$ cat src/hdl/serdes_ctrl_pkg.sv
// Constants and types shared by the transceiver control logic.
// Assumes one 100 MHz reference clock drives every register.
package serdes_ctrl_pkg;

    // ==========================================
    // Ternary configuration pins
    // ==========================================
    // Two-bit code per three-level pin; 2'h3 is an open pin
    localparam logic [1:0] TERN_LOW_CODE = 2'h0;
    localparam logic [1:0] TERN_MID_CODE = 2'h1;
    localparam logic [1:0] TERN_HIGH_CODE = 2'h2;

    typedef enum logic [1:0] {TERN_LOW, TERN_MID, TERN_HIGH} tern_t;

    // Bit-rate ranges: 195-400, 400-800 and 800-1500 MBaud
    typedef enum logic [1:0] {RANGE_LOW, RANGE_MID, RANGE_HIGH} rate_range_t;

    // Open or floating pin reads as the middle level
    function automatic tern_t tern_decode(input logic [1:0] code);
        tern_t t;
        unique case (code)
            TERN_LOW_CODE: t = TERN_LOW;
            TERN_HIGH_CODE: t = TERN_HIGH;
            default: t = TERN_MID;
        endcase
        return t;
    endfunction : tern_decode

    // ==========================================
    // Character stream
    // ==========================================
    localparam int CHAR_W = 9; // Control flag above one byte
    localparam logic [8:0] K28_5_CHAR = 9'h1bc;

    // ==========================================
    // Elasticity buffer
    // ==========================================
    localparam int EB_DEPTH = 8;
    localparam int EB_NOMINAL = 4;
    localparam int EB_LOW_MARK = 2;
    localparam int EB_HIGH_MARK = 6;

    // ==========================================
    // Reset behaviour
    // ==========================================
    localparam int SETTLE_CYCLES = 8;
    localparam int SETTLE_W = 4;
    localparam logic [1:0] OE_LATCH_RST = 2'h0;
    localparam logic [1:0] BIST_LATCH_RST = 2'h3;
    localparam logic RXPWR_LATCH_RST = 1'b0;

endpackage : serdes_ctrl_pkg

$ cat src/hdl/pair_buffer.sv
// Two-entry valid/ready buffer for the received character path.
// Assumes a single clock; flush empties it in one cycle.
`timescale 1ns/1ps
module pair_buffer #(
    parameter int WIDTH = 9
) (
    input wire logic sys_clk,
    input wire logic rst_n,
    input wire logic flush,
    input wire logic in_valid,
    output logic in_ready,
    input wire logic [WIDTH-1:0] in_data,
    output logic out_valid,
    input wire logic out_ready,
    output logic [WIDTH-1:0] out_data
);

    typedef struct packed {
        logic out_v;
        logic [WIDTH-1:0] out_d;
        logic skid_v;
        logic [WIDTH-1:0] skid_d;
    } buf_t;

    buf_t st_r;
    buf_t st_nxt;

    // Second entry catches the word accepted during a stall
    always_comb begin
        st_nxt = st_r;
        if (st_r.out_v && !out_ready) begin
            if (in_valid && !st_r.skid_v) begin
                st_nxt.skid_v = 1'b1;
                st_nxt.skid_d = in_data;
            end
        end else if (st_r.skid_v) begin
            st_nxt.out_v = 1'b1;
            st_nxt.out_d = st_r.skid_d;
            st_nxt.skid_v = 1'b0;
        end else begin
            st_nxt.out_v = in_valid;
            if (in_valid) begin
                st_nxt.out_d = in_data;
            end
        end
        if (flush) begin
            st_nxt.out_v = 1'b0;
            st_nxt.skid_v = 1'b0;
        end
    end

    // State register
    always_ff @(posedge sys_clk or negedge rst_n) begin
        if (!rst_n) begin
            st_r <= '0;
        end else begin
            st_r <= st_nxt;
        end
    end

    assign in_ready = !st_r.skid_v;
    assign out_valid = st_r.out_v;
    assign out_data = st_r.out_d;
endmodule : pair_buffer

$ cat src/hdl/serdes_ctrl.sv
// Control logic of a single-channel serial transceiver: rate range,
// parallel clock choice, receive elasticity buffer, reset, enable
// latches, serial input selection and loopback.
// Assumes every input is synchronous to sys_clk, the reference clock.
`timescale 1ns/1ps
module serdes_ctrl
    import serdes_ctrl_pkg::*;
#(
    parameter int DEPTH = serdes_ctrl_pkg::EB_DEPTH,
    parameter int NOMINAL = serdes_ctrl_pkg::EB_NOMINAL,
    parameter int LOW_MARK = serdes_ctrl_pkg::EB_LOW_MARK,
    parameter int HIGH_MARK = serdes_ctrl_pkg::EB_HIGH_MARK
) (
    input wire logic sys_clk,
    input wire logic rst_n,
    input wire logic device_reset_n,
    input wire logic [1:0] serial_rate_range_select,
    input wire logic [1:0] tx_reference_rate_select,
    input wire logic [1:0] tx_clock_source_select,
    input wire logic [1:0] rx_clock_source_select,
    input wire logic decoder_enable,
    input wire logic [1:0] boe,
    input wire logic output_enable_latch_enable,
    input wire logic selftest_latch_enable,
    input wire logic rx_power_latch_enable,
    input wire logic serial_input_select,
    input wire logic primary_serial_input,
    input wire logic secondary_serial_input,
    input wire logic loopback_enable,
    input wire logic tx_serial_stream,
    input wire logic rx_char_valid,
    output logic rx_char_ready,
    input wire logic [serdes_ctrl_pkg::CHAR_W-1:0] rx_char,
    output logic rx_out_valid,
    input wire logic rx_out_ready,
    output logic [serdes_ctrl_pkg::CHAR_W-1:0] rx_out_char,
    output serdes_ctrl_pkg::rate_range_t pll_range,
    output logic tx_capture_on_ref,
    output logic rx_out_on_ref,
    output logic rx_out_on_recovered,
    output logic config_error,
    output logic cdr_serial_in,
    output logic serial_out_primary,
    output logic serial_out_secondary,
    output logic [1:0] serial_out_en,
    output logic [1:0] selftest_en,
    output logic rx_power_en,
    output logic char_inserted,
    output logic char_dropped,
    output logic eb_overflow,
    output logic device_ready
);

    localparam int AW = $clog2(DEPTH);
    localparam logic [AW:0] FILL_NOM = (AW+1)'(NOMINAL);
    localparam logic [AW:0] FILL_LOW = (AW+1)'(LOW_MARK);
    localparam logic [AW:0] FILL_HIGH = (AW+1)'(HIGH_MARK);
    localparam logic [AW:0] FILL_FULL = (AW+1)'(DEPTH);
    localparam logic [SETTLE_W-1:0] SETTLE_END = SETTLE_W'(SETTLE_CYCLES);

    typedef struct packed {
        logic [DEPTH-1:0][CHAR_W-1:0] mem;
        logic [AW-1:0] wptr;
        logic [AW-1:0] rptr;
        logic [AW:0] fill;
        logic last_framing;
        logic [SETTLE_W-1:0] settle;
        logic ready;
        logic in_reset;
        logic [1:0] oe_latch;
        logic [1:0] bist_latch;
        logic rxpwr_latch;
        logic cdr;
        logic out1;
        logic out2;
        logic ins;
        logic drop;
        logic ovf;
    } state_t;

    // Buffer primed with framing characters at its nominal offset
    localparam state_t RST_ST = '{
        mem: {DEPTH{K28_5_CHAR}},
        wptr: AW'(NOMINAL),
        rptr: '0,
        fill: FILL_NOM,
        last_framing: 1'b0,
        settle: '0,
        ready: 1'b0,
        in_reset: 1'b1,
        oe_latch: OE_LATCH_RST,
        bist_latch: BIST_LATCH_RST,
        rxpwr_latch: RXPWR_LATCH_RST,
        cdr: 1'b0,
        out1: 1'b0,
        out2: 1'b0,
        ins: 1'b0,
        drop: 1'b0,
        ovf: 1'b0
    };

    state_t st_r;
    state_t st_nxt;
    tern_t rate_t;
    tern_t tx_reference_rate_select_t;
    tern_t txsel_t;
    tern_t rxsel_t;
    logic eb_active;
    logic [1:0] oe_now;
    logic [1:0] bist_now;
    logic rxpwr_now;
    logic sk_in_valid;
    logic sk_in_ready;
    logic [CHAR_W-1:0] sk_in_data;
    logic pop;
    logic wr;
    logic drop_now;
    logic ins_now;

    // ==========================================
    // Configuration decode
    // ==========================================
    // Open pins decode as middle level
    assign rate_t = tern_decode(serial_rate_range_select);
    assign tx_reference_rate_select_t = tern_decode(tx_reference_rate_select);
    assign txsel_t = tern_decode(tx_clock_source_select);
    assign rxsel_t = tern_decode(rx_clock_source_select);

    // PLL range follows the rate pin
    always_comb begin
        unique case (rate_t)
            TERN_LOW: pll_range = RANGE_LOW;
            TERN_MID: pll_range = RANGE_MID;
            TERN_HIGH: pll_range = RANGE_HIGH;
        endcase
    end

    // Parallel interface clock choice
    assign tx_capture_on_ref = (txsel_t == TERN_LOW);
    assign eb_active = (rxsel_t == TERN_LOW) && decoder_enable;
    assign rx_out_on_ref = eb_active;
    assign rx_out_on_recovered = !eb_active;

    // Flags combinations the host is not allowed to set
    assign config_error = ((rate_t == TERN_LOW) && (tx_reference_rate_select_t == TERN_HIGH))
        || (rxsel_t == TERN_HIGH)
        || (!decoder_enable && (rxsel_t != TERN_MID));

    // ==========================================
    // Enable latches
    // ==========================================
    // Open latch passes the pins through; reset forces all off
    assign oe_now = output_enable_latch_enable ? boe : st_r.oe_latch;
    assign bist_now = selftest_latch_enable ? boe : st_r.bist_latch;
    assign rxpwr_now = rx_power_latch_enable ? boe[0] : st_r.rxpwr_latch;
    assign serial_out_en = st_r.in_reset ? 2'h0 : oe_now;
    assign selftest_en = st_r.in_reset ? 2'h0 : ~bist_now;
    assign rx_power_en = st_r.in_reset ? 1'b0 : rxpwr_now;

    // ==========================================
    // Next-state logic
    // ==========================================
    // Elasticity buffer, serial routing, latches and reset settling
    always_comb begin
        st_nxt = st_r;
        pop = 1'b0;
        wr = 1'b0;
        drop_now = 1'b0;
        ins_now = 1'b0;
        sk_in_valid = 1'b0;
        sk_in_data = rx_char;
        st_nxt.in_reset = 1'b0;
        // Receive side: buffered or passed straight on
        if (eb_active) begin
            if (sk_in_ready) begin
                if (st_r.fill <= FILL_LOW && st_r.last_framing) begin
                    ins_now = 1'b1;
                    sk_in_valid = 1'b1;
                    sk_in_data = K28_5_CHAR;
                    st_nxt.last_framing = 1'b0;
                end else if (st_r.fill != '0) begin
                    pop = 1'b1;
                    sk_in_valid = 1'b1;
                    sk_in_data = st_r.mem[st_r.rptr];
                    st_nxt.last_framing = (st_r.mem[st_r.rptr] == K28_5_CHAR);
                    st_nxt.rptr = st_r.rptr + 1'b1;
                end
            end
            drop_now = rx_char_valid && (rx_char == K28_5_CHAR)
                && (st_r.fill >= FILL_HIGH);
            wr = rx_char_valid && !drop_now && (st_r.fill != FILL_FULL);
            if (wr) begin
                st_nxt.mem[st_r.wptr] = rx_char;
                st_nxt.wptr = st_r.wptr + 1'b1;
            end
            st_nxt.fill = st_r.fill + (AW+1)'(wr) - (AW+1)'(pop);
        end else begin
            sk_in_valid = rx_char_valid;
        end
        st_nxt.ins = ins_now;
        st_nxt.drop = drop_now;
        st_nxt.ovf = eb_active && rx_char_valid && !drop_now && !wr;
        // Serial routing and loopback
        if (loopback_enable) begin
            st_nxt.cdr = tx_serial_stream;
        end else begin
            st_nxt.cdr = serial_input_select ? primary_serial_input
                : secondary_serial_input;
        end
        st_nxt.out1 = oe_now[0] && (loopback_enable || tx_serial_stream);
        st_nxt.out2 = oe_now[1] && (loopback_enable || tx_serial_stream);
        // Latches follow the pins while open
        if (output_enable_latch_enable) begin
            st_nxt.oe_latch = boe;
        end
        if (selftest_latch_enable) begin
            st_nxt.bist_latch = boe;
        end
        if (rx_power_latch_enable) begin
            st_nxt.rxpwr_latch = boe[0];
        end
        // Settling count after reset release
        if (st_r.settle != SETTLE_END) begin
            st_nxt.settle = st_r.settle + 1'b1;
        end else begin
            st_nxt.ready = 1'b1;
        end
        // Synchronous device reset overrides everything
        if (!device_reset_n) begin
            st_nxt = RST_ST;
        end
    end

    // State register
    always_ff @(posedge sys_clk or negedge rst_n) begin
        if (!rst_n) begin
            st_r <= RST_ST;
        end else begin
            st_r <= st_nxt;
        end
    end

    // ==========================================
    // Output buffer
    // ==========================================
    // Two-entry buffer; bypass mode relies on it for receiver stalls
    pair_buffer #(
        .WIDTH(CHAR_W)
    ) u_out_buf (
        .sys_clk(sys_clk),
        .rst_n(rst_n),
        .flush(!device_reset_n),
        .in_valid(sk_in_valid),
        .in_ready(sk_in_ready),
        .in_data(sk_in_data),
        .out_valid(rx_out_valid),
        .out_ready(rx_out_ready),
        .out_data(rx_out_char)
    );

    assign rx_char_ready = eb_active ? 1'b1 : sk_in_ready;
    assign cdr_serial_in = st_r.cdr;
    assign serial_out_primary = st_r.out1;
    assign serial_out_secondary = st_r.out2;
    assign char_inserted = st_r.ins;
    assign char_dropped = st_r.drop;
    assign eb_overflow = st_r.ovf;
    assign device_ready = st_r.ready;
endmodule : serdes_ctrl

$ cat config.mk
export PLATFORM = sky130hd
export DESIGN_NAME = serdes_ctrl
export DESIGN_NICKNAME = d
export VERILOG_FILES = /design/src/hdl/serdes_ctrl_pkg.sv /design/src/hdl/pair_buffer.sv /design/src/hdl/serdes_ctrl.sv
export SDC_FILE = /design/constraint.sdc
export NUM_CORES = 1
export LEC_CHECK = 0
export BUFFER_PORTS_ARGS = -buffer_cell sky130_fd_sc_hd__buf_2
export CORE_UTILIZATION = 37
export DETAILED_ROUTE_END_ITERATION = 8
export SLEW_MARGIN = 20
export SYNTH_ARGS = -nofsm -noshare
export SYNTH_HDL_FRONTEND = slang
export SYNTH_SLANG_ARGS = --single-unit
export TNS_END_PERCENT = 1
$ cat constraint.sdc
create_clock -name sys_clk -period 2.7 [get_ports sys_clk]
set_input_delay 0.27 -clock sys_clk [delete_from_list [all_inputs] [get_ports sys_clk]]
set_output_delay 0.27 -clock sys_clk [all_outputs]
set_load 0.1 [all_outputs]
==> reports/results.ini <==
[yosys]
synth_seq_cells = 120
synth_cell_types = 55
syn_inst = 558
yosysSeqAreaShare = 0.496
synth_nets = 605
synth_area_mm2 = 0.00619
synth_edf_count = 0
async_reset_ff_frac = 1.00
ys.warnings.count = 0
synth.avg_cell_area_um2 = 11.1
synth-main-ff-cell = dfrtp_1

[detailed_routing]
drc_errors = 0
first_pass_iters = 5
wire_per_inst_um = 17.1
routed_via_density = 5.18
num_vias = 4394
finalWirelength_um = 14500
ant_nets = 0
drtIter0Drc = 239

[cts]
clkTransAtPathRegs_ns = 0.06
post-cts-setup-buffers = 0
h-tree-depth = 4
clk_path_buf_depth = 2
tritoncts = built
worstSkewPairLatency_ns = 0.42
clock_sinks = 120
cts_buffers = 17
cts_root_buffer = clkbuf_16

[timing]
setup_total_negative_slack_ns = 0
worst_pin_slew_ns = 0.674
setup_viol = 0
final.min_clock_period_ns = 2.56
fin_crit_sh = 0.949
clock_skew_ns = 0.0139
final_max_slew_viol_count = 0
relSlewSlack = 0.551
max_freq_mhz = 390
hold_viol = 0
rsz0062_at_grt = no

[critical_path]
criticalPathCategory = register to register
crit_path_end_kind = register
r2r-end = st_r[20]
critPathArrivalTime_ns = 2.88
r2r_slack_ns = 0.14
critPathMaxFanout = 5
critPathLaunchType = register
worst_r2r_startpoint = st_r[20]
reg2reg_depth = 12
crit_required_ns = 3.02

[grt]
grt_pass1_vias = 4511
grt_pass1_wl_um = 24000
overflow = 0
antenna_found_initial = 0
grt_usage = 0.180
grt_max_degree = 55

[worst_hold_path]
hp-class = input port to register
min_from = tx_serial_stream
hold_end = cdr_serial_in
hold_depth = 3

[final_layout]
utilization = 0.454
drive_gt1_frac = 0.329
area_delta_synth_final_pct = 18.2
antenna_cells = 0
final_nets = 666
multiInputGateArea_mm2 = 0.00282
seqCellArea_mm2 = 0.00307
fill_cells = 1501

[die]
rows = 46
die_x_um = 131
core_mm2 = 0.0161
dieHeight_um = 131
pin_count = 62
start_util = 0.384
die_area_mm2 = 0.0172

[power_and_ir_drop]
p_comb_frac = 0.144
switching_share = 0.281
p_int_mw = 3.44
power_frac_clock = 0.450
power_leakage_nw = 3.45
powerDensity_mw_per_mm2 = 653
switchingPower_mw = 1.34
ir_drop_mv = 0.414
seqPwrFrac = 0.406

[place]
port_buffers = 61
dpl.hpwl_um = 9920
gp_congestion = 0.805

[run]
cap_violations = 0

[run_status]
status = completed

==> flip-flops by register name, summed over array words and instances (netlist names) <==
register / count
cdr_serial_in: 1
serial_out_primary: 1
serial_out_secondary: 1
device_ready: 1
st_r: 93
u_out_buf.out_valid: 1
char_dropped: 1
u_out_buf.st_r: 10
u_out_buf.out_data: 9
eb_overflow: 1
char_inserted: 1
==> worst max-delay path, stage by stage, from the launching register on <==
cell	delay (ns)
dfstp_2	0.55
inv_2	0.07
ha_2	0.19
and2_1	0.16
o221ai_2	0.18
inv_1	0.07
ha_1	0.28
inv_1	0.04
ha_1	0.19
fa_1	0.38
xor2_1	0.17
nand2_1	0.07
o211ai_1	0.10
==> Yosys cell counts (3+ instances only) <==
cell type / number / area (um^2)
a21oi_1: 21 / 105
and3_1: 5 / 31.3
buf_2: 9 / 45.0
buf_4: 9 / 67.6
buf_6: 5 / 56.3
clkbuf_1: 20 / 75.1
dfrtp_1: 67 / 1680
dfstp_2: 53 / 1390
ha_1: 13 / 163
inv_1: 15 / 56.3
mux2_2: 9 / 101
mux2i_1: 81 / 811
mux4_2: 18 / 405
nand2_1: 54 / 203
nand2b_1: 6 / 37.5
nand3_1: 3 / 15.0
nand4_1: 6 / 37.5
nor2_1: 86 / 323
nor2b_1: 5 / 31.3
nor3_1: 7 / 35.0
o21ai_0: 11 / 55.1
o221ai_1: 4 / 35.0
o22ai_1: 4 / 25.0
o31ai_1: 4 / 30.0
xnor2_1: 5 / 43.8
==> layer usage <==
layer  up-vias  wire length [um]  track usage  share of wire
met5         -                 0            0              0
li1       2059                 -            -              -
met2        94              7160        0.294           0.49
met1      2225              6620        0.230           0.46
met4         0               212       0.0678          0.015
met3        16               539       0.0451          0.037
==> cell type report <==
cell class / count / area share
clock buffer: 24 / 0.0686
clock inverter: 8 / 0.00940
inverter: 16 / 0.00889
multi-input combinational: 378 / 0.385
sequential: 120 / 0.419
tap: 216 / 0.0369
timing repair buffer: 86 / 0.0715
==> power groups by stage <==
stage,Clock (mW),Combinational [mW],Sequential (mW)
floorplan,0,0.516,1.98
global placement,0,0.679,1.96
detailed placement,0,0.690,1.97
CTS,2.20,0.694,1.94
global route,2.28,0.738,1.95
finish,2.15,0.687,1.94
==> worst max-delay path by stage <==
stage | cells after the start | start | end | slack (ns)
4_1_cts | 12 | st_r[20] | st_r[20] | 0.01
3_5_place_dp | 12 | st_r[20] | st_r[20] | 0.09
2_1_floorplan | 12 | st_r[20] | st_r[20] | 0.03
5_1_grt | 12 | st_r[20] | st_r[20] | 0.02
3_3_place_gp | 12 | st_r[20] | st_r[20] | 0.11
6_report | 12 | st_r[20] | st_r[20] | 0.14
==> placed cells by master, fill, tap and decap left out, types with 5 or more instances in the layout <==
| cell type | n |
|---|---|
| nand4_1 | 6 |
| mux2_2 | 9 |
| xnor2_1 | 5 |
| clkbuf_16 | 17 |
| mux2i_1 | 81 |
| nor2_1 | 86 |
| nor3_1 | 6 |
| mux4_2 | 18 |
| nor2b_1 | 5 |
| buf_4 | 23 |
| buf_2 | 60 |
| nand2_1 | 54 |
| nand2b_1 | 6 |
| dfstp_2 | 53 |
| inv_1 | 12 |
| dfrtp_1 | 67 |
| clkbuf_8 | 5 |
| a21oi_1 | 21 |
| o21ai_0 | 10 |
| and3_1 | 5 |
| ha_1 | 12 |
==> metrics by stage <==
stage	hold slack (ns)	worst slack (ns)	std cells	power, mW	instance area (um^2)
after CTS	0.0990	0.0132	848	4.83	7310
final	0.111	0.139	848	4.78	7320
after global routing	0.117	0.0154	848	4.97	7320
after detailed placement	0.354	0.0867	815	2.66	6730
after global placement	0.347	0.114	815	2.64	6730
after floorplan	-0.0256	0.0264	558	2.50	6190
==> cells by family after synthesis <==
logic type | after synthesis | share of synthesized area
compound gates | 62 | 0.0657
xor+xnor | 7 | 0.00991
fa+ha+maj | 14 | 0.0295
buf+inv | 60 | 0.0507
flops | 120 | 0.496
mux | 108 | 0.213
simple gates | 187 | 0.135
==> what timing repair did <==
item | 4_1_cts | 5_1_grt
hold buffers | 1 | 0
setup endpoints to repair | 0 | 3
gates resized for setup | 0 | 4
hold endpoints to repair | 37 | 0
(Power assumes the default switching activity.)
